--- src/rtcis_regs.vh ---
// Contract
// - Five-bit turnover code, signed half-degree steps
// - Turnover code resets to 00000b
// - Seven-bit hot curvature magnitude register
// - 128-byte user memory on own address
// - Slave only, never drives clock
// - Bytes shifted most significant bit first
// - Data changes only while clock low
// - Data pin input at power-up, start ignored
// - Nothing happens until start condition seen
// - Stop returns interface to standby
// - Transmitter releases, receiver acks ninth clock
// - Ack address, word address, write data
// - Seven-bit identifier match selects space
// - Direction bit one reads, zero writes
// - Word pointer resets to 00h
// - Write: three acked bytes then standby (code keeps acking further data bytes until stop)
// - Random read acks all three bytes
// - Read continues while master acks
// - Register pointer wraps 2Fh to 00h
// - Sensing runs only while enable set
`ifndef RTCIS_REGS_VH
`define RTCIS_REGS_VH
`define RTCIS_REG_TURNOVER 8'h2c
`define RTCIS_REG_HOT_CURV 8'h2d
`define RTCIS_REG_TSE 8'h0d
`define RTCIS_TSE_BIT 7
`define RTCIS_REG_LAST 8'h2f
`define RTCIS_USR_LAST 8'h7f
`define RTCIS_TURNOVER_RST 5'h00
`define RTCIS_HOT_CURV_RST 7'h00
`define RTCIS_PTR_RST 8'h00
// Both identifiers are arbitrary values
`define RTCIS_ID_REGS 7'h51
`define RTCIS_ID_USER 7'h52
// Power-up hold-off: 1000 ns at a 50 ns clock
`define RTCIS_PWRUP_CYC 6'h14
`endif

--- src/rtcis_core.v ---
`timescale 1ns/10ps
`include "rtcis_regs.vh"
module rtcis_core (
    // Clock and reset
    input wire i_clk,
    input wire i_rst_n,
    // Serial link pins
    input wire i_scl,
    input wire i_sda,
    output wire o_sda,
    output wire o_sda_oe,
    // Settings seen by the compensation logic, and the bus busy flag
    output reg [4:0] o_turnover_temp_code,
    output reg [6:0] o_hot_curvature_bits,
    output reg o_temp_sense_enable,
    output reg o_busy
);
    // ****************************************
    // Line sampling
    // ****************************************
    wire scl_s;
    wire sda_s;
    reg scl_q;
    reg sda_q;

    rtcis_sync u_sync_scl (
        .i_clk(i_clk),
        .i_rst_n(i_rst_n),
        .i_pin(i_scl),
        .o_level(scl_s)
    );
    rtcis_sync u_sync_sda (
        .i_clk(i_clk),
        .i_rst_n(i_rst_n),
        .i_pin(i_sda),
        .o_level(sda_s)
    );

    always @(posedge i_clk or negedge i_rst_n) begin
        if (!i_rst_n) begin
            scl_q <= 1'b1;
            sda_q <= 1'b1;
        end else begin
            scl_q <= scl_s;
            sda_q <= sda_s;
        end
    end

    wire scl_rise = scl_s & ~scl_q;
    wire scl_fall = ~scl_s & scl_q;
    wire start_det = scl_s & scl_q & sda_q & ~sda_s;
    wire stop_det = scl_s & scl_q & ~sda_q & sda_s;

    // ****************************************
    // Power-up hold-off
    // ****************************************
    reg [5:0] pwr_cnt_q;
    wire pwr_ready = (pwr_cnt_q == 6'h00);

    // Starts are ignored until the count runs out after reset
    always @(posedge i_clk or negedge i_rst_n) begin
        if (!i_rst_n) begin
            pwr_cnt_q <= `RTCIS_PWRUP_CYC;
        end else if (!pwr_ready) begin
            pwr_cnt_q <= pwr_cnt_q - 6'h01;
        end
    end

    // ****************************************
    // Storage
    // ****************************************
    reg [7:0] user_mem [0:127];
    reg [7:0] reg_mem [0:47];

    function [7:0] next_ptr;
        input [7:0] ptr;
        input user_sp;
        begin
            if (user_sp) begin
                next_ptr = (ptr >= `RTCIS_USR_LAST) ? 8'h00 : ptr + 8'h01;
            end else begin
                next_ptr = (ptr >= `RTCIS_REG_LAST) ? 8'h00 : ptr + 8'h01;
            end
        end
    endfunction

    function [7:0] reg_read;
        input [7:0] a;
        input [4:0] turn;
        input [6:0] curv;
        input temp_sense_enable;
        input [7:0] memv;
        begin
            if (a == `RTCIS_REG_TURNOVER) begin
                reg_read = {3'h0, turn};
            end else if (a == `RTCIS_REG_HOT_CURV) begin
                reg_read = {1'b0, curv};
            end else if (a == `RTCIS_REG_TSE) begin
                reg_read = {temp_sense_enable, memv[6:0]};
            end else begin
                reg_read = memv;
            end
        end
    endfunction

    // ****************************************
    // Protocol engine
    // ****************************************
    localparam ST_IDLE = 3'd0;
    localparam ST_ADDR = 3'd1;
    localparam ST_ADDR_ACK = 3'd2;
    localparam ST_WORD = 3'd3;
    localparam ST_WORD_ACK = 3'd4;
    localparam ST_WDATA = 3'd5;
    localparam ST_RDATA = 3'd6;
    localparam ST_RACK = 3'd7;

    reg [2:0] state_q;
    reg [2:0] bit_cnt_q;
    reg [7:0] shift_q;
    reg [7:0] ptr_q;
    reg user_q;
    reg rw_q;
    reg word_done_q;
    reg sda_low_q;
    reg ack_hi_q;

    wire [7:0] rx_byte = {shift_q[6:0], sda_s};
    wire id_regs = (rx_byte[7:1] == `RTCIS_ID_REGS);
    wire id_user = (rx_byte[7:1] == `RTCIS_ID_USER);

    // ****************************************
    // Read data selection
    // ****************************************
    reg [7:0] rd_byte;

    // Settings are read back from the live outputs; bits 6:0 of register 0Dh come from memory
    always @* begin
        rd_byte = 8'h00;
        if (user_q) begin
            rd_byte = user_mem[ptr_q[6:0]];
        end else begin
            rd_byte = reg_read(ptr_q, o_turnover_temp_code, o_hot_curvature_bits,
                o_temp_sense_enable, reg_mem[ptr_q[5:0]]);
        end
    end

    // Open-drain: only ever pull low, never drive SCL
    assign o_sda = 1'b0;
    assign o_sda_oe = sda_low_q;

    always @(posedge i_clk or negedge i_rst_n) begin
        if (!i_rst_n) begin
            state_q <= ST_IDLE;
            bit_cnt_q <= 3'd0;
            shift_q <= 8'h00;
            ptr_q <= `RTCIS_PTR_RST;
            user_q <= 1'b0;
            rw_q <= 1'b0;
            word_done_q <= 1'b0;
            sda_low_q <= 1'b0;
            ack_hi_q <= 1'b0;
            o_busy <= 1'b0;
        end else if (start_det && pwr_ready) begin
            // Repeated start keeps the pointer set by the dummy write
            state_q <= ST_ADDR;
            bit_cnt_q <= 3'd0;
            sda_low_q <= 1'b0;
            o_busy <= 1'b1;
        end else if (stop_det || state_q == ST_IDLE) begin
            state_q <= ST_IDLE;
            sda_low_q <= 1'b0;
            o_busy <= 1'b0;
        end else begin
            case (state_q)
                ST_ADDR, ST_WORD, ST_WDATA: begin
                    if (scl_rise) begin
                        shift_q <= rx_byte;
                        bit_cnt_q <= bit_cnt_q + 3'd1;
                        if (bit_cnt_q == 3'd7) begin
                            ack_hi_q <= 1'b0;
                            if (state_q == ST_ADDR) begin
                                if (id_regs || id_user) begin
                                    user_q <= id_user;
                                    rw_q <= rx_byte[0];
                                    state_q <= ST_ADDR_ACK;
                                end else begin
                                    state_q <= ST_IDLE;
                                end
                            end else begin
                                state_q <= ST_WORD_ACK;
                                word_done_q <= (state_q == ST_WORD);
                            end
                        end
                    end
                end
                ST_ADDR_ACK, ST_WORD_ACK: begin
                    // Pull low on fall after 8th bit; after 9th clock release, or on a read drive the first data bit
                    if (scl_fall && !ack_hi_q) begin
                        sda_low_q <= 1'b1;
                    end else if (scl_rise) begin
                        ack_hi_q <= 1'b1;
                    end else if (scl_fall && ack_hi_q) begin
                        bit_cnt_q <= 3'd0;
                        if (state_q == ST_ADDR_ACK && rw_q) begin
                            state_q <= ST_RDATA;
                            shift_q <= rd_byte;
                            sda_low_q <= ~rd_byte[7];
                        end else begin
                            sda_low_q <= 1'b0;
                            if (state_q == ST_ADDR_ACK) begin
                                state_q <= ST_WORD;
                            end else begin
                                state_q <= ST_WDATA;
                                if (word_done_q) begin
                                    ptr_q <= user_q ? {1'b0, shift_q[6:0]} : shift_q;
                                end else begin
                                    // Each stored byte moves the pointer on
                                    ptr_q <= next_ptr(ptr_q, user_q);
                                end
                                word_done_q <= 1'b0;
                            end
                        end
                    end
                end
                ST_RDATA: begin
                    if (scl_fall) begin
                        bit_cnt_q <= bit_cnt_q + 3'd1;
                        if (bit_cnt_q == 3'd7) begin
                            sda_low_q <= 1'b0;
                            ptr_q <= next_ptr(ptr_q, user_q);
                            state_q <= ST_RACK;
                        end else begin
                            shift_q <= {shift_q[6:0], 1'b0};
                            sda_low_q <= ~shift_q[6];
                        end
                    end
                end
                ST_RACK: begin
                    if (scl_rise) begin
                        if (sda_s) begin
                            state_q <= ST_IDLE;
                        end else begin
                            ack_hi_q <= 1'b1;
                        end
                    end else if (scl_fall && ack_hi_q) begin
                        ack_hi_q <= 1'b0;
                        bit_cnt_q <= 3'd0;
                        shift_q <= rd_byte;
                        sda_low_q <= ~rd_byte[7];
                        state_q <= ST_RDATA;
                    end
                end
                default: begin
                    state_q <= ST_IDLE;
                end
            endcase
        end
    end

    // ****************************************
    // Write port
    // ****************************************
    // Same cycle, same priority as the data-ack branch of the engine
    wire store_now = !(start_det && pwr_ready) && !stop_det &&
        (state_q == ST_WORD_ACK) && scl_fall && ack_hi_q && !word_done_q;
    reg wr_en_q;
    reg wr_user_q;
    reg [7:0] wr_addr_q;
    reg [7:0] wr_data_q;

    // Captured before the pointer moves on, applied one clock later
    always @(posedge i_clk or negedge i_rst_n) begin
        if (!i_rst_n) begin
            wr_en_q <= 1'b0;
            wr_user_q <= 1'b0;
            wr_addr_q <= 8'h00;
            wr_data_q <= 8'h00;
        end else begin
            wr_en_q <= store_now;
            if (store_now) begin
                wr_user_q <= user_q;
                wr_addr_q <= ptr_q;
                wr_data_q <= shift_q;
            end
        end
    end

    // Memories carry no reset so they map onto plain RAM
    always @(posedge i_clk) begin
        if (wr_en_q && wr_user_q) begin
            user_mem[wr_addr_q[6:0]] <= wr_data_q;
        end
        // Writes above the last register are dropped
        if (wr_en_q && !wr_user_q && (wr_addr_q <= `RTCIS_REG_LAST)) begin
            reg_mem[wr_addr_q[5:0]] <= wr_data_q;
        end
    end

    // ****************************************
    // Compensation settings
    // ****************************************
    always @(posedge i_clk or negedge i_rst_n) begin
        if (!i_rst_n) begin
            o_turnover_temp_code <= `RTCIS_TURNOVER_RST;
            o_hot_curvature_bits <= `RTCIS_HOT_CURV_RST;
            o_temp_sense_enable <= 1'b0;
        end else if (wr_en_q && !wr_user_q) begin
            if (wr_addr_q == `RTCIS_REG_TURNOVER) begin
                o_turnover_temp_code <= wr_data_q[4:0];
            end
            // Rewriting this while sensing runs is the master's risk
            if (wr_addr_q == `RTCIS_REG_HOT_CURV) begin
                o_hot_curvature_bits <= wr_data_q[6:0];
            end
            if (wr_addr_q == `RTCIS_REG_TSE) begin
                o_temp_sense_enable <= wr_data_q[`RTCIS_TSE_BIT];
            end
        end
    end
endmodule

--- src/rtcis_sync.v ---
`timescale 1ns/10ps
module rtcis_sync (
    // Clock and reset
    input wire i_clk,
    input wire i_rst_n,
    // Pin level in, synchronised level out
    input wire i_pin,
    output reg o_level
);
    reg meta_q;

    // Reset to idle-high bus level so no false edge follows release
    always @(posedge i_clk or negedge i_rst_n) begin
        if (!i_rst_n) begin
            meta_q <= 1'b1;
            o_level <= 1'b1;
        end else begin
            meta_q <= i_pin;
            o_level <= meta_q;
        end
    end
endmodule

--- config.mk ---
export PLATFORM = sky130hd
export DESIGN_NAME = rtcis_core
export DESIGN_NICKNAME = d
export VERILOG_FILES = /design/src/rtcis_core.v /design/src/rtcis_sync.v
export VERILOG_INCLUDE_DIRS = /design/src /design/src/src
export SDC_FILE = /design/constraint.sdc
export NUM_CORES = 2
export LEC_CHECK = 0
export ABC_AREA = 1
export BUFFER_PORTS_ARGS = -buffer_cell sky130_fd_sc_hd__buf_2
export CORE_UTILIZATION = 29
export DETAILED_ROUTE_END_ITERATION = 6
export SYNTH_ARGS = -nofsm -noshare
export SYNTH_HDL_FRONTEND = slang
export SYNTH_SLANG_ARGS = --single-unit
--- constraint.sdc ---
create_clock -name i_clk -period 4.1 [get_ports i_clk]
set_input_delay 0.205 -clock i_clk [delete_from_list [all_inputs] [get_ports i_clk]]
set_output_delay 0.205 -clock i_clk [all_outputs]
set_load 0.005 [all_outputs]
# After elaboration in Yosys (flattened, before gate mapping)
# Memories as Yosys holds them, arrays and structs flattened.
# Cells that the tools add are included.
# op_classes
n_mux	86
bitwise_logic	15
magnitude_cmp	3
addsub	3
n_eq_ne	50
reduce_logical	41
# op_table
cell	count
two-way mux 8 bit	25
two-way mux 3 bit	22
inequality test 4 bit (second input constant)	9
equality test 8 x 6 -> 1 bit (second input constant)	4
case mux 8 bit (4 select lines)	1
two-way mux 1 bit	31
inequality test 2 bit (second input constant)	15
case mux 3 bit (4 select lines)	2
AND reduction 9 bit	2
equality test 8 x 4 -> 1 bit (second input constant)	2
case mux 8 bit (2 select lines)	1
equality test 3 bit (second input constant)	5
inequality test 3 bit (second input constant)	5
inequality test 5 bit (second input constant)	3
equality test 7 bit (second input constant)	2
logical AND 1 bit	12
AND reduction 12 bit	1
AND reduction 11 bit	1
AND reduction 10 bit	1
nonzero test 5 bit	2
adder 8 x 1 -> 8 bit (second input constant)	1
>= comparator 8 x 6 -> 1 bit (second input constant)	1
>= comparator 8 x 7 -> 1 bit (second input constant)	1
less-or-equal comparator 8 x 6 -> 1 bit (second input constant)	1
other kinds (24)	48
# totals
out_inout_bits	16
n_memories	2
word_cells	224
reg_bits	71
ram_bits	1408
# memory_table
name	words	word_bits	rd	rd_clocked_by_memory_dff	write_ports	line_no	source
user_mem	128	8	1	0	1	rtcis_core.v:72	reg [7:0] user_mem [0:127];
reg_mem	48	8	1	0	1	rtcis_core.v:73	reg [7:0] reg_mem [0:47];

# Logic depth before layout (Yosys ltp)
# logic_depth
ltp_word	13
ltp_mapped	19
ltp_nobuf	18

# Hierarchy
# Synthesis repeated with hierarchy kept, for this count alone.
# unflattened
hier_cells	5277
area_unflattened_um2	61407.6
# modules_own_cells
mod	area_per_inst_um2	n_inst	cells_each	seq_area_each_um2
rtcis_core	61302.5	1	5273	43962.2
rtcis_sync	52.6	2	2	52.6

# Least setup slack after synthesis
# OpenSTA, ideal clock, no wires.
# synth_timing
path_type	register to register
from	register wr_data_q[0]
to	memory reg_mem[0][0] (data pin)
synth_period_minus_slack_ps	2898
stages_incl_launch_ff	1
t_arrival_ps	2283
required_ps	3484
slack_ps	1202
path_buffers	0
cell_sequence	dfrtp_1
# synth_lines
element	line_no	source
from (decl)	rtcis_core.v:270	reg [7:0] wr_data_q;
from (signal assigned)	rtcis_core.v:284	wr_data_q <= shift_q;
to (decl)	rtcis_core.v:73	
# No word-level cell before the write port.

# Worst setup path in the final report
# layout_timing
from	register wr_addr_q[1]
to	memory user_mem[50][0], enable pin
# layout_lines
element	line_no	source
from (decl)	rtcis_core.v:269	reg [7:0] wr_addr_q;
from (signal assigned)	rtcis_core.v:283	wr_addr_q <= ptr_q;
to (decl)	rtcis_core.v:72	
# No word-level cell before the write port.

==> results.md <==
* Ratio of cells with drive above 1 in the final layout at 7.197%
* Placer's final routability congestion estimate at 0.9081
* Total Routed Length at between 150000 and 200000 um
* DRT antenna net count at 0
* Drt via density at 4.950
* CP cell instances: inv_1 > nor3_1 > nand2_1 > buf_4 > nor2_1
* Grt total ovfl at 0
* Syn_nets at between 5000 and 6000
* Detailed Place HPWL at 99510 um
* FF-to-FF Start: wr_addr_q[1]$_DFFE_PN0P_
* Hold_ws at 0.05226 ns
* Fill count at 20690
* Critical path's largest stage delay at ~0.83 ns
* Fin util at 33.11%
* Port bufs at 18
* Vias in the first global route at between 30000 and 40000
* Pin count of the biggest net entering global routing at 145
* Minimum clock period at 3.401 ns
* Crit path kind: flip-flop to flip-flop
* Worst-margin pin slew at 1.120 ns
* Fmax at 294.1 MHz
* Unique masters post-synth at 49
* Clock tree buffer depth at 3
* Hold Crit Start: i_scl
* Number of diodes at 0
* Synth Register Bits at 1479
* Outcome: completed
* Sum of negative setup slack at 0 ns
* Startpoint Class: flip-flop
* Synth area leaders: edfxtp_1 69%, nor2_1 6.9%, nand2_1 5.5%
* Max Cap Viol at 0
* Worst r2r path cells at 5
* R2r setup slk at between 0.6 and 0.7 ns
* Top-area cell type share of the netlist area at between 60% and 70%
* Worst R2R End: user_mem[50][0]$_DFFE_PP_
* CTS Buf Count at 150
* CTS tree: built
* YS warnings at 0
* Final setup vio count at 0
* Final net count at 5293
* Critical Path RT at between 4 and 5 ns
* Pwr/cell area at 453.7 nW/um2
* First-pass GRT wire length at 253700 um
* Seq. cell area at between 40000 and 50000 um2
* Worst VDD drop at 441.9 uV
* I/O Pins at 20
* Critical Path AT at 3.82 ns
* Hold/Removal Path Class: primary input to flip-flop
* Final Hold Fails at 0
* H-tree Lvls at 4
* Row Count at 168
* Max-slew violations at 0
* Crit end category: flip-flop
* Syn_area_per_cell at 11.53 um2
* Post-synth top flop: edfxtp_1
* Delay-heaviest family, CP: simple AND/OR/NAND/NOR gates
* Clock Latency Late Sink at 0.81 ns
* Post-route clock period utilization at between 80 and 90%
* Buffers & Inverters on Critical Path at 2
* DR iter-0 viols at 4902
* Die Footprint at 212600 um2
* Post-synth EDFFs at 1408
* Sequential area share after synthesis at 72.10%
* Clock tree root driver cell: clkbuf_16
* Max_slew headroom at approximately a quarter
* Multi-input logic area at 14670 um2
* # clock sinks at ~1500
* Initial antenna violation count at 2
* Async SR Flop Fraction at ~4.8%
* DIE WIDTH at 461.1 um
* CP max FO at 9
* Post_cts resized at 0
* Clk slew on worst S/H paths at 0.06 ns
* DRC violations left at 0
* Post-Syn Instances at 5299
* First-pass DRT Iterations at 5
* GRT Util Overall at 15.69%
* Clock Skews at 0.03891 ns
* Starting density of the core at 29.16%
* DR WL/cell at 20.63 um
* Vias at between 40000 and 50000
* Die height at around 460 um
* Synth Cell Area at 61120 um2
* Cells on Worst Hold Path at 2
* Core footprint at 209600 um2
* Cell taking the most area after synthesis: edfxtp_1
* Hold Path Sink: u_sync_scl.meta_q$_DFF_PN1_
* Layout area overhead at 13.53%
* RSZ-0062 raised after global routing: no
* Crit path max-delay cell type: nand2_1
* Leakage Power at 21.09 nW
-- metrics by stage --
stage | total power, mW | cell area, um2 | setup slack [ns] | instances
2_1_floorplan | 17.54 | 61120 | 1.202 | 5299
3_3_place_gp | 17.98 | 64420 | 0.6999 | 7932
3_5_place_dp | 17.99 | 64420 | 0.7557 | 7932
4_1_cts | 31.65 | 69390 | 0.7304 | 8210
5_1_grt | 32.30 | 69390 | 0.5936 | 8210
6_report | 31.48 | 69390 | 0.6993 | 8210
-- flip-flops by register name, summed over array words and instances (netlist names), 5 cells and up --
| name | flops |
|---|---|
| shift_q | 8 |
| wr_addr_q | 8 |
| o_turnover_temp_code | 5 |
| wr_data_q | 8 |
| pwr_cnt_q | 6 |
| ptr_q | 8 |
| reg_mem | 384 |
| user_mem | 1024 |
| o_hot_curvature_bits | 7 |
-- placed cells by master, fill, tap and decap left out, types with 5 or more instances in the layout --
master and instances:
edfxtp_1 1408, nor2_1 1117, nand2_1 899, o21ai_0 613, nand3_1 327, inv_1 179, clkbuf_16 153, a21oi_1 104
o211ai_1 95, buf_4 75, dfrtp_1 52, clkinv_1 37, o22ai_1 36, buf_12 36, clkbuf_1 30, clkinv_2 25
o21ai_1 23, nor3_1 20, a22oi_1 18, buf_2 17, bufinv_16 13, dfrtp_4 11, nand4_1 10, clkbuf_8 9
dfstp_2 8, ha_1 7, inv_6 6, nand2_2 5, o221ai_1 5, inv_2 5
-- metal layers --
metal | up-vias | track usage (%) | wire [um]
met5 | - | 0 | 13
met4 | 2 | 5.759 | 5742
met3 | 287 | 3.080 | 13900
met2 | 1718 | 24.44 | 77360
met1 | 20140 | 21.59 | 72330
li1 | 18500 | - | -
-- cell usage after synthesis, drive strengths merged (5+ instances only) --
cell type	n
nand4	10
nand2	904
ha	7
inv	188
nor2	1123
a22oi	18
buf	205
dfrtp	63
o21ai	636
edfxtp	1408
nand3	329
clkbuf	95
dfstp	8
a21oi	104
o211ai	95
o22ai	36
o221ai	5
nor3	21
clkinv	9
-- what timing repair did --
action / 4_1_cts / 5_1_grt
setup buffers: 0 / 0
hold buffers: 3 / 0
endpoints found under the hold margin: 67 / 0
-- worst max path at each step --
stage / start / to / slack [ns] / depth (start not counted)
final: wr_addr_q[1]$_DFFE_PN0P_ / user_mem[50][0]$_DFFE_PP_ / 0.70 / 5
after global routing: ptr_q[0]$_DFFE_PN0P_ / shift_q[2]$_DFFE_PN0P_ / 0.59 / 16
after CTS: wr_addr_q[1]$_DFFE_PN0P_ / user_mem[50][2]$_DFFE_PP_ / 0.73 / 5
after detailed placement: wr_addr_q[1]$_DFFE_PN0P_ / user_mem[50][0]$_DFFE_PP_ / 0.76 / 5
after global placement: wr_addr_q[1]$_DFFE_PN0P_ / user_mem[50][0]$_DFFE_PP_ / 0.70 / 5
after floorplan: wr_data_q[0]$_DFFE_PN0P_ / reg_mem[0][0]$_DFFE_PP_ / 1.20 / 0
-- power breakdown --
part / leakage (nW) / switching [mW] / total, mW / internal [mW]
registers: 10.7 / 0.141 / 16.5 / 16.4
clock network: 2.41 / 5.90 / 13.8 / 7.89
logic: 8.01 / 0.866 / 1.16 / 0.290
total: 21.1 / 6.91 / 31.5 / 24.6
-- final cells by class --
cell class	count	area share, %
clock buffer	192	5.859
clock inverter	83	1.259
inverter	197	1.093
multi-input combinational	3323	21.15
sequential	1479	63.57
tap	2805	5.058
timing repair buffer	131	2.016
-- kinds of logic (layout without fill, tap and decap cells) --
kind of cell    count (synthesis)  count (layout)  share of synthesized area (%)
compound gates                916             916                          8.171
xor+xnor                        3               3                        0.04300
fa+ha+maj                       7               7                         0.1433
buf+inv                       497             603                          3.914
flops                        1479            1479                          72.10
mux                             3               3                        0.04914
other cells                     1               1                       0.006136
simple gates                 2393            2393                          15.57
No activity file was read; power rests on OpenSTA's default activity.
